<file path="src/ivf_pkg.sv">
`default_nettype none
// ==========================================================
// Command codes, field layout, reset values and types
package ivf_pkg;

  localparam logic [7:0] CMD_VIN_OV_WARN = 8'h57;
  localparam logic [7:0] CMD_VIN_UV_WARN = 8'h58;
  localparam logic [7:0] CMD_VIN_UV_FAULT = 8'h59;
  localparam logic [7:0] CMD_VIN_UV_RESP = 8'h5a;

  localparam logic [15:0] OV_WARN_RST = 16'h0000;
  localparam logic [15:0] UV_WARN_RST = 16'h0000;
  localparam logic [15:0] UV_FAULT_RST = 16'h0000;
  localparam logic [7:0] UV_RESP_RST = 8'h80;

  localparam int RESP_MSB = 7;
  localparam int RESP_LSB = 6;
  localparam int RETRY_MSB = 5;
  localparam int RETRY_LSB = 3;
  localparam int DELAY_MSB = 2;
  localparam int DELAY_LSB = 0;

  localparam logic [2:0] RETRY_NONE = 3'h0;
  localparam logic [2:0] RETRY_ENDLESS = 3'h7;

  // Linear word: 5-bit signed exponent above an 11-bit signed mantissa
  localparam int LIN_EXP_MSB = 15;
  localparam int LIN_MANT_MSB = 10;
  localparam int FIX_W = 48;

  localparam int CLK_PERIOD_NS = 50;

  typedef enum logic [1:0] {
    RESP_IGNORE = 2'b00,
    RESP_DELAY = 2'b01,
    RESP_DISABLE = 2'b10,
    RESP_LATCH = 2'b11
  } ivf_resp_t;

  typedef enum logic [1:0] {
    ST_RUN = 2'b00,
    ST_DELAY = 2'b01,
    ST_RETRY = 2'b10,
    ST_LATCH = 2'b11
  } ivf_state_t;

  typedef struct packed {
    logic wr;
    logic rd;
    logic [7:0] code;
    logic [15:0] data;
  } ivf_cmd_t;

  typedef struct packed {
    logic ov_warn;
    logic uv_warn;
    logic uv_fault;
  } ivf_flags_t;

  // Scale a linear word to a fixed-point value with 16 fraction bits
  function automatic logic signed [FIX_W-1:0] ivf_lin_to_fix(input logic [15:0] w);
    logic signed [FIX_W-1:0] mant;
    logic [4:0] shift;
    mant = FIX_W'(signed'(w[LIN_MANT_MSB:0]));
    // Flipping the exponent sign bit gives exponent plus 16
    shift = {~w[LIN_EXP_MSB], w[LIN_EXP_MSB-1:LIN_MANT_MSB+1]};
    return mant <<< shift;
  endfunction

endpackage
`default_nettype wire

</file>
<file path="src/ivf_unit_timer.sv">
`timescale 1ns/1ps
`default_nettype none
// ==========================================================
// Counts 2^n time units, each unit_cycles_i clocks long
module ivf_unit_timer #(
  parameter int UNIT_W = 16
) (
  input wire logic sys_clk_i,
  input wire logic rst_n_i,
  input wire logic start_i,
  input wire logic stop_i,
  input wire logic [UNIT_W-1:0] unit_cycles_i,
  input wire logic [2:0] units_exp_i,
  output logic busy_o,
  output logic done_o
);

  logic [UNIT_W-1:0] pre_reg;
  logic [7:0] units_reg;
  logic [7:0] units_last_reg;
  logic busy_reg;
  logic done_reg;

  // A unit length of zero is taken as one clock
  wire pre_last = (pre_reg + UNIT_W'(1) >= unit_cycles_i);
  wire units_last = (units_reg == units_last_reg);

  always_ff @(posedge sys_clk_i) begin
    if (!rst_n_i || stop_i) begin
      pre_reg <= '0;
      units_reg <= 8'h00;
      units_last_reg <= 8'h00;
      busy_reg <= 1'b0;
      done_reg <= 1'b0;
    end else if (start_i) begin
      pre_reg <= '0;
      units_reg <= 8'h00;
      units_last_reg <= 8'((9'h001 << units_exp_i) - 9'h001);
      busy_reg <= 1'b1;
      done_reg <= 1'b0;
    end else begin
      done_reg <= busy_reg && pre_last && units_last;
      if (busy_reg) begin
        pre_reg <= pre_last ? '0 : pre_reg + UNIT_W'(1);
        if (pre_last) begin
          units_reg <= units_reg + 8'h01;
          busy_reg <= !units_last;
        end
      end
    end
  end

  assign busy_o = busy_reg;
  assign done_o = done_reg;

endmodule
`default_nettype wire

</file>
<file path="src/ivf_fault_handler.sv">
// Functional notes
// - Command 0x57 is a read/write word holding the input over-voltage warning limit in linear volts.
// - Command 0x58 is a read/write word holding the input under-voltage warning limit in linear format.
// - Command 0x59 is a read/write word holding the input under-voltage fault limit in linear volts.
// - Command 0x5a is a read/write byte with response, retry-count and delay fields for the under-voltage fault.
// - Response 00 keeps the converter running untouched while the fault is present.
// - Response 01 runs on for the programmed delay and, if the fault remains, then acts on the retry count.
// - Response 10 disables the output at once and then follows the retry count.
// - Response 11 holds the output off until the status bit is cleared, a clear-all arrives or reset is applied.
// - An off-then-on command sequence from the pin, the operation command or both also clears the fault.
// - Retry code 000 makes no restart attempt and keeps the output off until the fault is cleared.
// - Retry codes 001 to 100 attempt that many restarts and then stay off until the fault is cleared.
// - Successive restart attempts start one programmed delay apart.
// - Retry codes 101 and 110 attempt five and six restarts and then stay off until the fault is cleared.
// - Retry code 111 retries without limit until commanded off, reset, or shut down by another fault.
// - Delay code n stands for 2^n time units, the unit length being supplied from outside.
`timescale 1ns/1ps
`default_nettype none
module ivf_fault_handler import ivf_pkg::*; #(
  parameter int UNIT_W = 16
) (
  input wire logic sys_clk_i,
  input wire logic rst_n_i,
  input wire ivf_cmd_t cmd_i,
  output logic cmd_ack_o,
  output logic [15:0] rd_data_o,
  input wire logic meas_valid_i,
  input wire logic [15:0] meas_vin_i,
  input wire logic [UNIT_W-1:0] unit_cycles_i,
  input wire logic run_cmd_i,
  input wire logic other_fault_i,
  input wire ivf_flags_t flag_clear_i,
  input wire logic clear_faults_i,
  output ivf_flags_t flags_o,
  output logic out_enable_o,
  output logic restart_o,
  output logic retrying_o,
  output logic latched_o
);

  // ==========================================================
  // Limit and response registers
  logic [15:0] ov_warn_reg;
  logic [15:0] uv_warn_reg;
  logic [15:0] uv_fault_reg;
  logic [7:0] uv_resp_reg;
  logic [15:0] rd_data_reg;

  wire hit_ov = (cmd_i.code == CMD_VIN_OV_WARN);
  wire hit_uvw = (cmd_i.code == CMD_VIN_UV_WARN);
  wire hit_uvf = (cmd_i.code == CMD_VIN_UV_FAULT);
  wire hit_resp = (cmd_i.code == CMD_VIN_UV_RESP);
  wire hit_any = hit_ov | hit_uvw | hit_uvf | hit_resp;

  // Unknown codes are not acknowledged and read back as zero
  assign cmd_ack_o = (cmd_i.wr | cmd_i.rd) & hit_any;

  wire [15:0] rd_sel = hit_ov ? ov_warn_reg :
                       hit_uvw ? uv_warn_reg :
                       hit_uvf ? uv_fault_reg :
                       hit_resp ? {8'h00, uv_resp_reg} : 16'h0000;

  always_ff @(posedge sys_clk_i) begin
    if (!rst_n_i) begin
      ov_warn_reg <= OV_WARN_RST;
      uv_warn_reg <= UV_WARN_RST;
      uv_fault_reg <= UV_FAULT_RST;
      uv_resp_reg <= UV_RESP_RST;
      rd_data_reg <= 16'h0000;
    end else begin
      if (cmd_i.wr && hit_ov) ov_warn_reg <= cmd_i.data;
      if (cmd_i.wr && hit_uvw) uv_warn_reg <= cmd_i.data;
      if (cmd_i.wr && hit_uvf) uv_fault_reg <= cmd_i.data;
      if (cmd_i.wr && hit_resp) uv_resp_reg <= cmd_i.data[7:0];
      if (cmd_i.rd) rd_data_reg <= rd_sel;
    end
  end

  assign rd_data_o = rd_data_reg;

  wire ivf_resp_t resp_sel = ivf_resp_t'(uv_resp_reg[RESP_MSB:RESP_LSB]);
  wire [2:0] retry_sel = uv_resp_reg[RETRY_MSB:RETRY_LSB];
  wire [2:0] delay_sel = uv_resp_reg[DELAY_MSB:DELAY_LSB];

  // ==========================================================
  // Threshold comparison
  wire signed [FIX_W-1:0] meas_fix = ivf_lin_to_fix(meas_vin_i);
  wire signed [FIX_W-1:0] ov_fix = ivf_lin_to_fix(ov_warn_reg);
  wire signed [FIX_W-1:0] uvw_fix = ivf_lin_to_fix(uv_warn_reg);
  wire signed [FIX_W-1:0] uvf_fix = ivf_lin_to_fix(uv_fault_reg);

  wire above_ov = meas_fix > ov_fix;
  wire below_uvw = meas_fix < uvw_fix;
  wire below_uvf = meas_fix < uvf_fix;

  ivf_flags_t flags_reg;
  ivf_flags_t flags_next;
  logic uv_present_reg;

  // A set in the same cycle as a clear wins, so no crossing is lost
  always_comb begin
    flags_next.ov_warn = (meas_valid_i & above_ov) |
                         (flags_reg.ov_warn & ~(flag_clear_i.ov_warn | clear_faults_i));
    flags_next.uv_warn = (meas_valid_i & below_uvw) |
                         (flags_reg.uv_warn & ~(flag_clear_i.uv_warn | clear_faults_i));
    flags_next.uv_fault = (meas_valid_i & below_uvf) |
                          (flags_reg.uv_fault & ~(flag_clear_i.uv_fault | clear_faults_i));
  end

  // The fault level follows the latest sample; decisions use a fresh one at once
  wire uv_now = meas_valid_i ? below_uvf : uv_present_reg;

  // ==========================================================
  // Run command edges
  logic run_reg;
  wire run_fall = run_reg & ~run_cmd_i;
  wire run_rise = ~run_reg & run_cmd_i;
  wire clear_evt = flag_clear_i.uv_fault | clear_faults_i | run_rise;

  // ==========================================================
  // Fault response state machine
  ivf_state_t state_reg;
  ivf_state_t state_next;
  logic [2:0] attempts_reg;
  logic [2:0] attempts_next;
  logic restart_reg;
  logic restart_next;
  logic timer_start;
  logic timer_busy;
  logic timer_done;

  wire uv_trip = meas_valid_i & below_uvf & run_reg;
  wire no_retry = (retry_sel == RETRY_NONE);
  wire [2:0] attempts_inc = attempts_reg + 3'h1;
  // Code 7 never runs out; codes 1 to 6 give that many attempts
  wire last_try = (retry_sel != RETRY_ENDLESS) && (attempts_inc >= retry_sel);

  always_comb begin
    state_next = state_reg;
    attempts_next = attempts_reg;
    restart_next = 1'b0;
    timer_start = 1'b0;
    case (state_reg)
      ST_RUN: begin
        if (uv_trip) begin
          case (resp_sel)
            RESP_DELAY: begin
              state_next = ST_DELAY;
              timer_start = 1'b1;
            end
            RESP_DISABLE: begin
              state_next = no_retry ? ST_LATCH : ST_RETRY;
              timer_start = !no_retry;
              attempts_next = 3'h0;
            end
            RESP_LATCH: begin
              state_next = ST_LATCH;
            end
            default: begin
              state_next = ST_RUN;
            end
          endcase
        end
      end
      ST_DELAY: begin
        if (timer_done) begin
          if (uv_now) begin
            state_next = no_retry ? ST_LATCH : ST_RETRY;
            timer_start = !no_retry;
            attempts_next = 3'h0;
          end else begin
            state_next = ST_RUN;
          end
        end
      end
      ST_RETRY: begin
        if (other_fault_i) begin
          state_next = ST_LATCH;
        end else if (timer_done) begin
          restart_next = 1'b1;
          if (!uv_now) begin
            state_next = ST_RUN;
          end else if (last_try) begin
            state_next = ST_LATCH;
          end else begin
            attempts_next = attempts_inc;
            timer_start = 1'b1;
          end
        end
      end
      ST_LATCH: begin
        if (clear_evt) state_next = ST_RUN;
      end
      default: begin
        state_next = ST_RUN;
      end
    endcase
    // Commanded off ends any response in progress
    if (run_fall) begin
      state_next = ST_RUN;
      timer_start = 1'b0;
    end
  end

  always_ff @(posedge sys_clk_i) begin
    if (!rst_n_i) begin
      state_reg <= ST_RUN;
      attempts_reg <= 3'h0;
      restart_reg <= 1'b0;
      run_reg <= 1'b0;
      flags_reg <= '0;
      uv_present_reg <= 1'b0;
    end else begin
      state_reg <= state_next;
      attempts_reg <= attempts_next;
      restart_reg <= restart_next;
      run_reg <= run_cmd_i;
      flags_reg <= flags_next;
      uv_present_reg <= uv_now;
    end
  end

  // ==========================================================
  // Delay and retry timer
  ivf_unit_timer #(
    .UNIT_W(UNIT_W)
  ) u_timer (
    .sys_clk_i(sys_clk_i),
    .rst_n_i(rst_n_i),
    .start_i(timer_start),
    .stop_i(run_fall),
    .unit_cycles_i(unit_cycles_i),
    .units_exp_i(delay_sel),
    .busy_o(timer_busy),
    .done_o(timer_done)
  );

  // Output stays on through an ignored fault and the run-on delay
  assign out_enable_o = run_reg && ((state_reg == ST_RUN) || (state_reg == ST_DELAY));
  assign restart_o = restart_reg;
  assign retrying_o = (state_reg == ST_RETRY);
  assign latched_o = (state_reg == ST_LATCH);
  assign flags_o = flags_reg;
endmodule
`default_nettype wire

</file>
<file path="config.mk">
export PLATFORM = sky130hd
export DESIGN_NAME = ivf_fault_handler
export DESIGN_NICKNAME = d
export VERILOG_FILES = /design/src/ivf_pkg.sv /design/src/ivf_unit_timer.sv /design/src/ivf_fault_handler.sv
export SDC_FILE = /design/constraint.sdc
export NUM_CORES = 1
export LEC_CHECK = 0
export BUFFER_PORTS_ARGS = -buffer_cell sky130_fd_sc_hd__buf_2
export CAP_MARGIN = 20
export CORE_ASPECT_RATIO = 0.8
export CORE_MARGIN = 2
export CORE_UTILIZATION = 63
export CTS_CLUSTER_DIAMETER = 200
export CTS_CLUSTER_SIZE = 12
export DETAILED_ROUTE_END_ITERATION = 16
export HOLD_SLACK_MARGIN = 0.06
export PLACE_DENSITY = 0.83
export SLEW_MARGIN = 20
export SYNTH_ARGS = -nofsm -noshare
export SYNTH_HDL_FRONTEND = slang
export SYNTH_SLANG_ARGS = --single-unit
</file>
<file path="constraint.sdc">
create_clock -name sys_clk_i -period 5.6 [get_ports sys_clk_i]
set_input_delay 0 -clock sys_clk_i [delete_from_list [all_inputs] [get_ports sys_clk_i]]
set_output_delay 0 -clock sys_clk_i [all_outputs]
set_load 0.05 [all_outputs]
</file>
==> qor.yml, run 1 <==
grt_max_degree: 50
hold_path.class: "in2reg"
grt_pass1_vias: 11670
maxCapViolations: 0
syn2layout_area_growth_pct: 11.52
finalSetupViolations: 0
synth-async-reset-ratio: 0
synth-edff-count: 0
syn-num-nets: 1882
synth_largest_area_cell: "dfxtp_1"
synth_ff_type: "dfxtp_1"
vias: 13110
antenna_found_initial: 0
dr_wl_met2_mm: 17.12
clkSinkCount: 117
tns_ns: 0
wl_met1_mm: 18.04
die_area_mm2: 0.02055
powerDensity_mw_per_mm2: 182.3
cpPeakStageDelay_ns: 0.60
cp_top_family: "compound AO/OA/AOI/OAI gates"
ant_nets: 0
clk_pin_slew_ns: 0.06
wl_mm: 42.45
synth_top_area_frac: 0.1915
cp-end-kind: "flop"
clk_latency_ns: 0.42
cellLeakagePower_nw: 5.542
ys_warn_count: 0
post-dp-hpwl_mm: 32.09
grt_overflow: 0
synth-seq-cells: 117
dr.max_layer_used: "met4"
gp_congestion: 1.056
period_minus_slack_ns: 5.148
synth.area.top_cells: "dfxtp_1, ha_1, mux2i_1"
irDropWorstVdd_uv: 213.7
clockBufferDepth: 2
post_drt_wl_per_cell_um: 21.27
rsz0062_at_grt: "false"
syn_avg_cell_area_um2: 7.340
ioPinCount: 91
drive_gt1_frac: 0.1053
cp_data_required_time_ns: 5.91
die_y_um: 128.6
synth_most_common_cell: "nand2_1"
htreeDepth: 4
final_nets: 1941
worst_slew_pin_slew_ns: 0.9980
initial_core_util: 0.6444
path_cells: "buf_4, mux2i_1, mux2i_1, a21o_1, a2bb2oi_1, o21ai_0, ha_1, nand4_1, nor4bb_1, nand4_1, o22ai_1, nor4_4, xnor2_2, a21o_1, a32o_1, or2_2, buf_4, nor2_1"
finalPower_mw: 2.486
max_freq_mhz: 194.3
crit_buf_inv: 2
syn-instance-count: 1666
critPathKind: "reg2reg"
num_antenna_cells: 0
status: "complete, no violations"
drc_errors: 0
root_buffer: "clkbuf_16"
syn_area_mm2: 0.01223
max_slew_margin: 0.3338
core_mm2: 0.01897
critPathSlowestCell: "dfxtp_1"
drtIter0Drc: 1689
vias_per_cell: 6.568
ys_types: 69
final-max-slew-violation-count: 0
finalCritPeriodShare: 0.9192
synth_common_cells: "nand2_1, ha_1, nor2_1"
die_x_um: 159.8
postCtsSetupBuffers: 0
cts_tree: "built"
wl_met3_mm: 6.065
synth_seq_area_share: 0.1915
dr.pass1.iters: 7
cp_data_arrival_time_ns: 5.46
critPathLaunchType: "flop"
fillers: 1579
track_usage: 0.4035
clock_skew_ns: 0.01413
cp_max_fo: 16
grt_pass1_wl_mm: 65.02
io_buffer_count: 90
cts_buffers: 17
final_hold_viol_count: 0
fp-row-count: 45
[layout make-up]
class                           instances  area (um2)  share of cell area
Clock inverter                         15       156.4             0.01147
Sequential cell                       117        2344              0.1719
Tap cell                              258       322.8             0.02367
Multi-Input combinational cell       1398        9295              0.6816
Inverter                               44       165.2             0.01211
Clock buffer                           17       425.4             0.03120
Timing Repair Buffer                  147       928.4             0.06808
[through the flow]
step	instance area (um2)	worst slack [ns]	std cells	utilization	hold slack [ns]
5_1_grt	13640	0.1608	1996	0.7187	0.08948
2_1_floorplan	12230	1.393	1666	-	0.1217
6_report	13640	0.4525	1996	0.7187	0.09102
3_5_place_dp	12850	0.5391	1944	0.6772	0.2468
3_3_place_gp	12850	0.6923	1944	0.6772	0.2460
4_1_cts	13630	0.5078	1996	0.7184	0.06483
[worst paths after layout]
| kind | from | end | slack, ns | depth (start not counted) |
|---|---|---|---|---|
| worst max register to register | uv_fault_reg[12] | u_timer.units_reg[0] | 0.45 | 18 |
| worst min-delay path | flag_clear_i[1] | flags_o[1] | 0.09 | 5 |
| worst min register to register | u_timer.units_last_reg[7] | u_timer.units_last_reg[7] | 0.45 | 2 |
| worst max-delay path | uv_fault_reg[12] | u_timer.units_reg[0] | 0.45 | 18 |
[cells by family after synthesis]
logic type / after synthesis / share of synthesized area
AO/OA/AOI/OAI: 472 / 0.2491
buffers and inverters: 151 / 0.04922
flip-flops: 117 / 0.1915
AND/OR/NAND/NOR: 623 / 0.2330
XOR/XNOR: 30 / 0.02210
adder cells (fa/ha/maj): 149 / 0.1525
multiplexers: 124 / 0.1026
[what timing repair did]
action,CTS,global route
hold buffers,20,0
endpoints found under the hold margin,59,0
endpoints found under the setup margin,0,16
resized for setup,0,2
[worst min-delay path, delay by kind of cell]
family                 cells  cell delay, ns
buffers and inverters      1            0.10
AOI/OAI and AO/OA          2            0.22
and+or+nand+nor            2            0.15
[where the power goes]
group	total [mW]	internal, mW	switching, mW	leakage, nW
logic	0.548	0.210	0.338	4.31
clock network	1.08	0.656	0.427	0.283
registers	0.855	0.842	0.0121	0.947
total	2.49	1.71	0.777	5.54
[layer usage]
metal	up-vias	GRT usage
li1	6117	-
met1	6001	0.5707
met2	881	0.5887
met3	110	0.1283
met4	0	0.1128
met5	-	0
[cell usage in the layout, fill, tap and decap left out, drive strengths merged, types with 11 or more instances in the layout]
cell type and instances:
a21boi 50, a21o 44, a21oi 98, a22oi 39, and2 20, and3 16
buf 127, clkbuf 17, clkinv 14, dfxtp 117, dlygate4sd3 20, ha 149
inv 41, mux2 11, mux2i 113, nand2 287, nand2b 19, nand3 36
nand4 21, nor2 134, nor2b 30, nor3 28, o211ai 13, o21a 15
o21ai 124, o22ai 12, xnor2 19, xor2 11
Power figures use the tool's default switching activity.
==> run 2: changes to the inputs <==
PLACE_DENSITY = 0.91   (was 0.83)
REMOVE_ABC_BUFFERS = 1   (was unset)
==> run 2 against run 1 <==
Sequential power about the same; largest power group unchanged; sequential share of layout area increased by 0.060 points; final cell count decreased by 0.45%; worst hold slack improved by 0.057 ns; routed wire length decreased by 3.0%; combinational power decreased by 3.8%; highest routed layer unchanged; setup slack improved by 0.092 ns; non-clock buffer count decreased by 9.
==> qor.yml, run 2 (synthesis results as in run 1) <==
max_freq_mhz: 197.8
powerDensity_mw_per_mm2: 183.9
clk_pin_slew_ns: 0.06
vias_per_cell: 6.758
grt_max_degree: 57
cts_tree: "built"
gp_congestion: 0.9914
worst_slew_pin_slew_ns: 1.095
cts_buffers: 17
cp-end-kind: "flop"
cp_data_arrival_time_ns: 5.36
critPathKind: "reg2reg"
drive_gt1_frac: 0.09659
postCtsSetupBuffers: 0
die_area_mm2: 0.02055
cellLeakagePower_nw: 5.498
cp_data_required_time_ns: 5.90
dr.pass1.iters: 9
fp-row-count: 45
final_common_cell: "nand2_1"
ioPinCount: 91
finalPower_mw: 2.497
critPathLaunchType: "flop"
irDropWorstVdd_uv: 211.5
core_mm2: 0.01897
max_slew_margin: 0.2698
dp.cells: 1931
hold_buffers: 24
final_hold_viol_count: 0
htreeDepth: 4
clock_skew_ns: 0.01042
die_y_um: 128.6
final_nets: 1932
io_buffer_count: 90
die_x_um: 159.8
finalInstanceArea_mm2: 0.01358
met2_usage: 0.5977
initial_core_util: 0.6444
gr-max-usage-layer: "met2"
hold_path.class: "in2reg"
finalCritPeriodShare: 0.9028
clockBufferDepth: 2
grt_overflow: 0
grt_pass1_vias: 12130
cp_max_fo: 25
ant_nets: 0
num_antenna_cells: 0
rsz0062_at_grt: "false"
finalSetupViolations: 0
met1_usage: 0.5126
grt_use_met3: 0.1144
maxCapViolations: 0
post_drt_wl_per_cell_um: 20.72
period_minus_slack_ns: 5.056
wl_mm: 41.18
cts_resized: 0
antenna_found_initial: 0
drtIter0Drc: 1931
final-max-slew-violation-count: 0
status: "complete, no violations"
track_usage: 0.3914
syn2layout_area_growth_pct: 11.07
root_buffer: "clkbuf_16"
clk_latency_ns: 0.43
vias: 13430
fillers: 1394
tns_ns: 0
placed_cell_area_mm2: 0.01275
grt_pass1_wl_mm: 64.10
stdcell_count: 1987
post-dp-hpwl_mm: 29.80
drc_errors: 0
clkSinkCount: 117
mostFrequentLayoutCells: "nand2_1, ha_1, nor2_1"
## run 2: changes by cell type in the layout (fill, tap and decap cells not counted), sizes merged
cell	before	now
dlygate4sd3	20	24
buf	127	114
clkinv	14	12
inv	41	42
clkbuf	17	18
## run 2: metal layers
metal | wire length [um] | share of wire
met1 | 16100 | 0.39
met2 | 17140 | 0.42
met3 | 5870 | 0.14
met4 | 2069 | 0.050
met5 | 0 | 0
## run 2: critical path, stage by stage (launching register included)
cell and delay [ns]:
dfxtp_1 0.63, mux2_2 0.40, o21ai_0 0.42, o21ai_0 0.22
o21ba_2 0.25, a22oi_1 0.17, ha_1 0.17, a21oi_1 0.07
o21ai_0 0.23, a221oi_1 0.13, nor4b_1 0.53, nor4_4 0.12
xnor2_2 0.44, a21o_1 0.32, a32o_1 0.19, or2_1 0.19
buf_4 0.31, nor2_1 0.12
## run 2: path summary, 6_finish.rpt
check	start	end	slack, ns	depth (start not counted)
max reg2reg	uv_fault_reg[12]	u_timer.pre_reg[11]	0.54	17
min	cmd_i[24]	rd_data_o[10]	0.15	2
min reg2reg	attempts_reg[1]	attempts_reg[1]	0.48	2
max	uv_fault_reg[12]	u_timer.pre_reg[11]	0.54	17
## run 2: stage by stage
step | setup WS [ns] | hold slack (ns) | util
2_1_floorplan | 0.7933 | 0.08887 | -
3_3_place_gp | 0.8938 | 0.2632 | 0.6720
3_5_place_dp | 0.7571 | 0.2754 | 0.6720
4_1_cts | 0.6845 | 0.1187 | 0.7158
5_1_grt | 0.1770 | 0.1829 | 0.7158
6_report | 0.5443 | 0.1485 | 0.7158
## run 2: where the power goes
part | internal (mW) | switching, mW
combinational | 0.203 | 0.324
clock | 0.670 | 0.448
sequential | 0.842 | 0.0107
total | 1.72 | 0.782
## run 2: cell type report
type / count / area [um2] / share of cell area
Clock buffer: 18 / 439.2 / 0.03234
Clock inverter: 14 / 151.4 / 0.01115
Inverter: 44 / 165.2 / 0.01216
Multi-Input combinational cell: 1398 / 9290 / 0.6840
Sequential cell: 117 / 2342 / 0.1725
Tap cell: 258 / 322.8 / 0.02377
Timing Repair Buffer: 138 / 870.8 / 0.06412
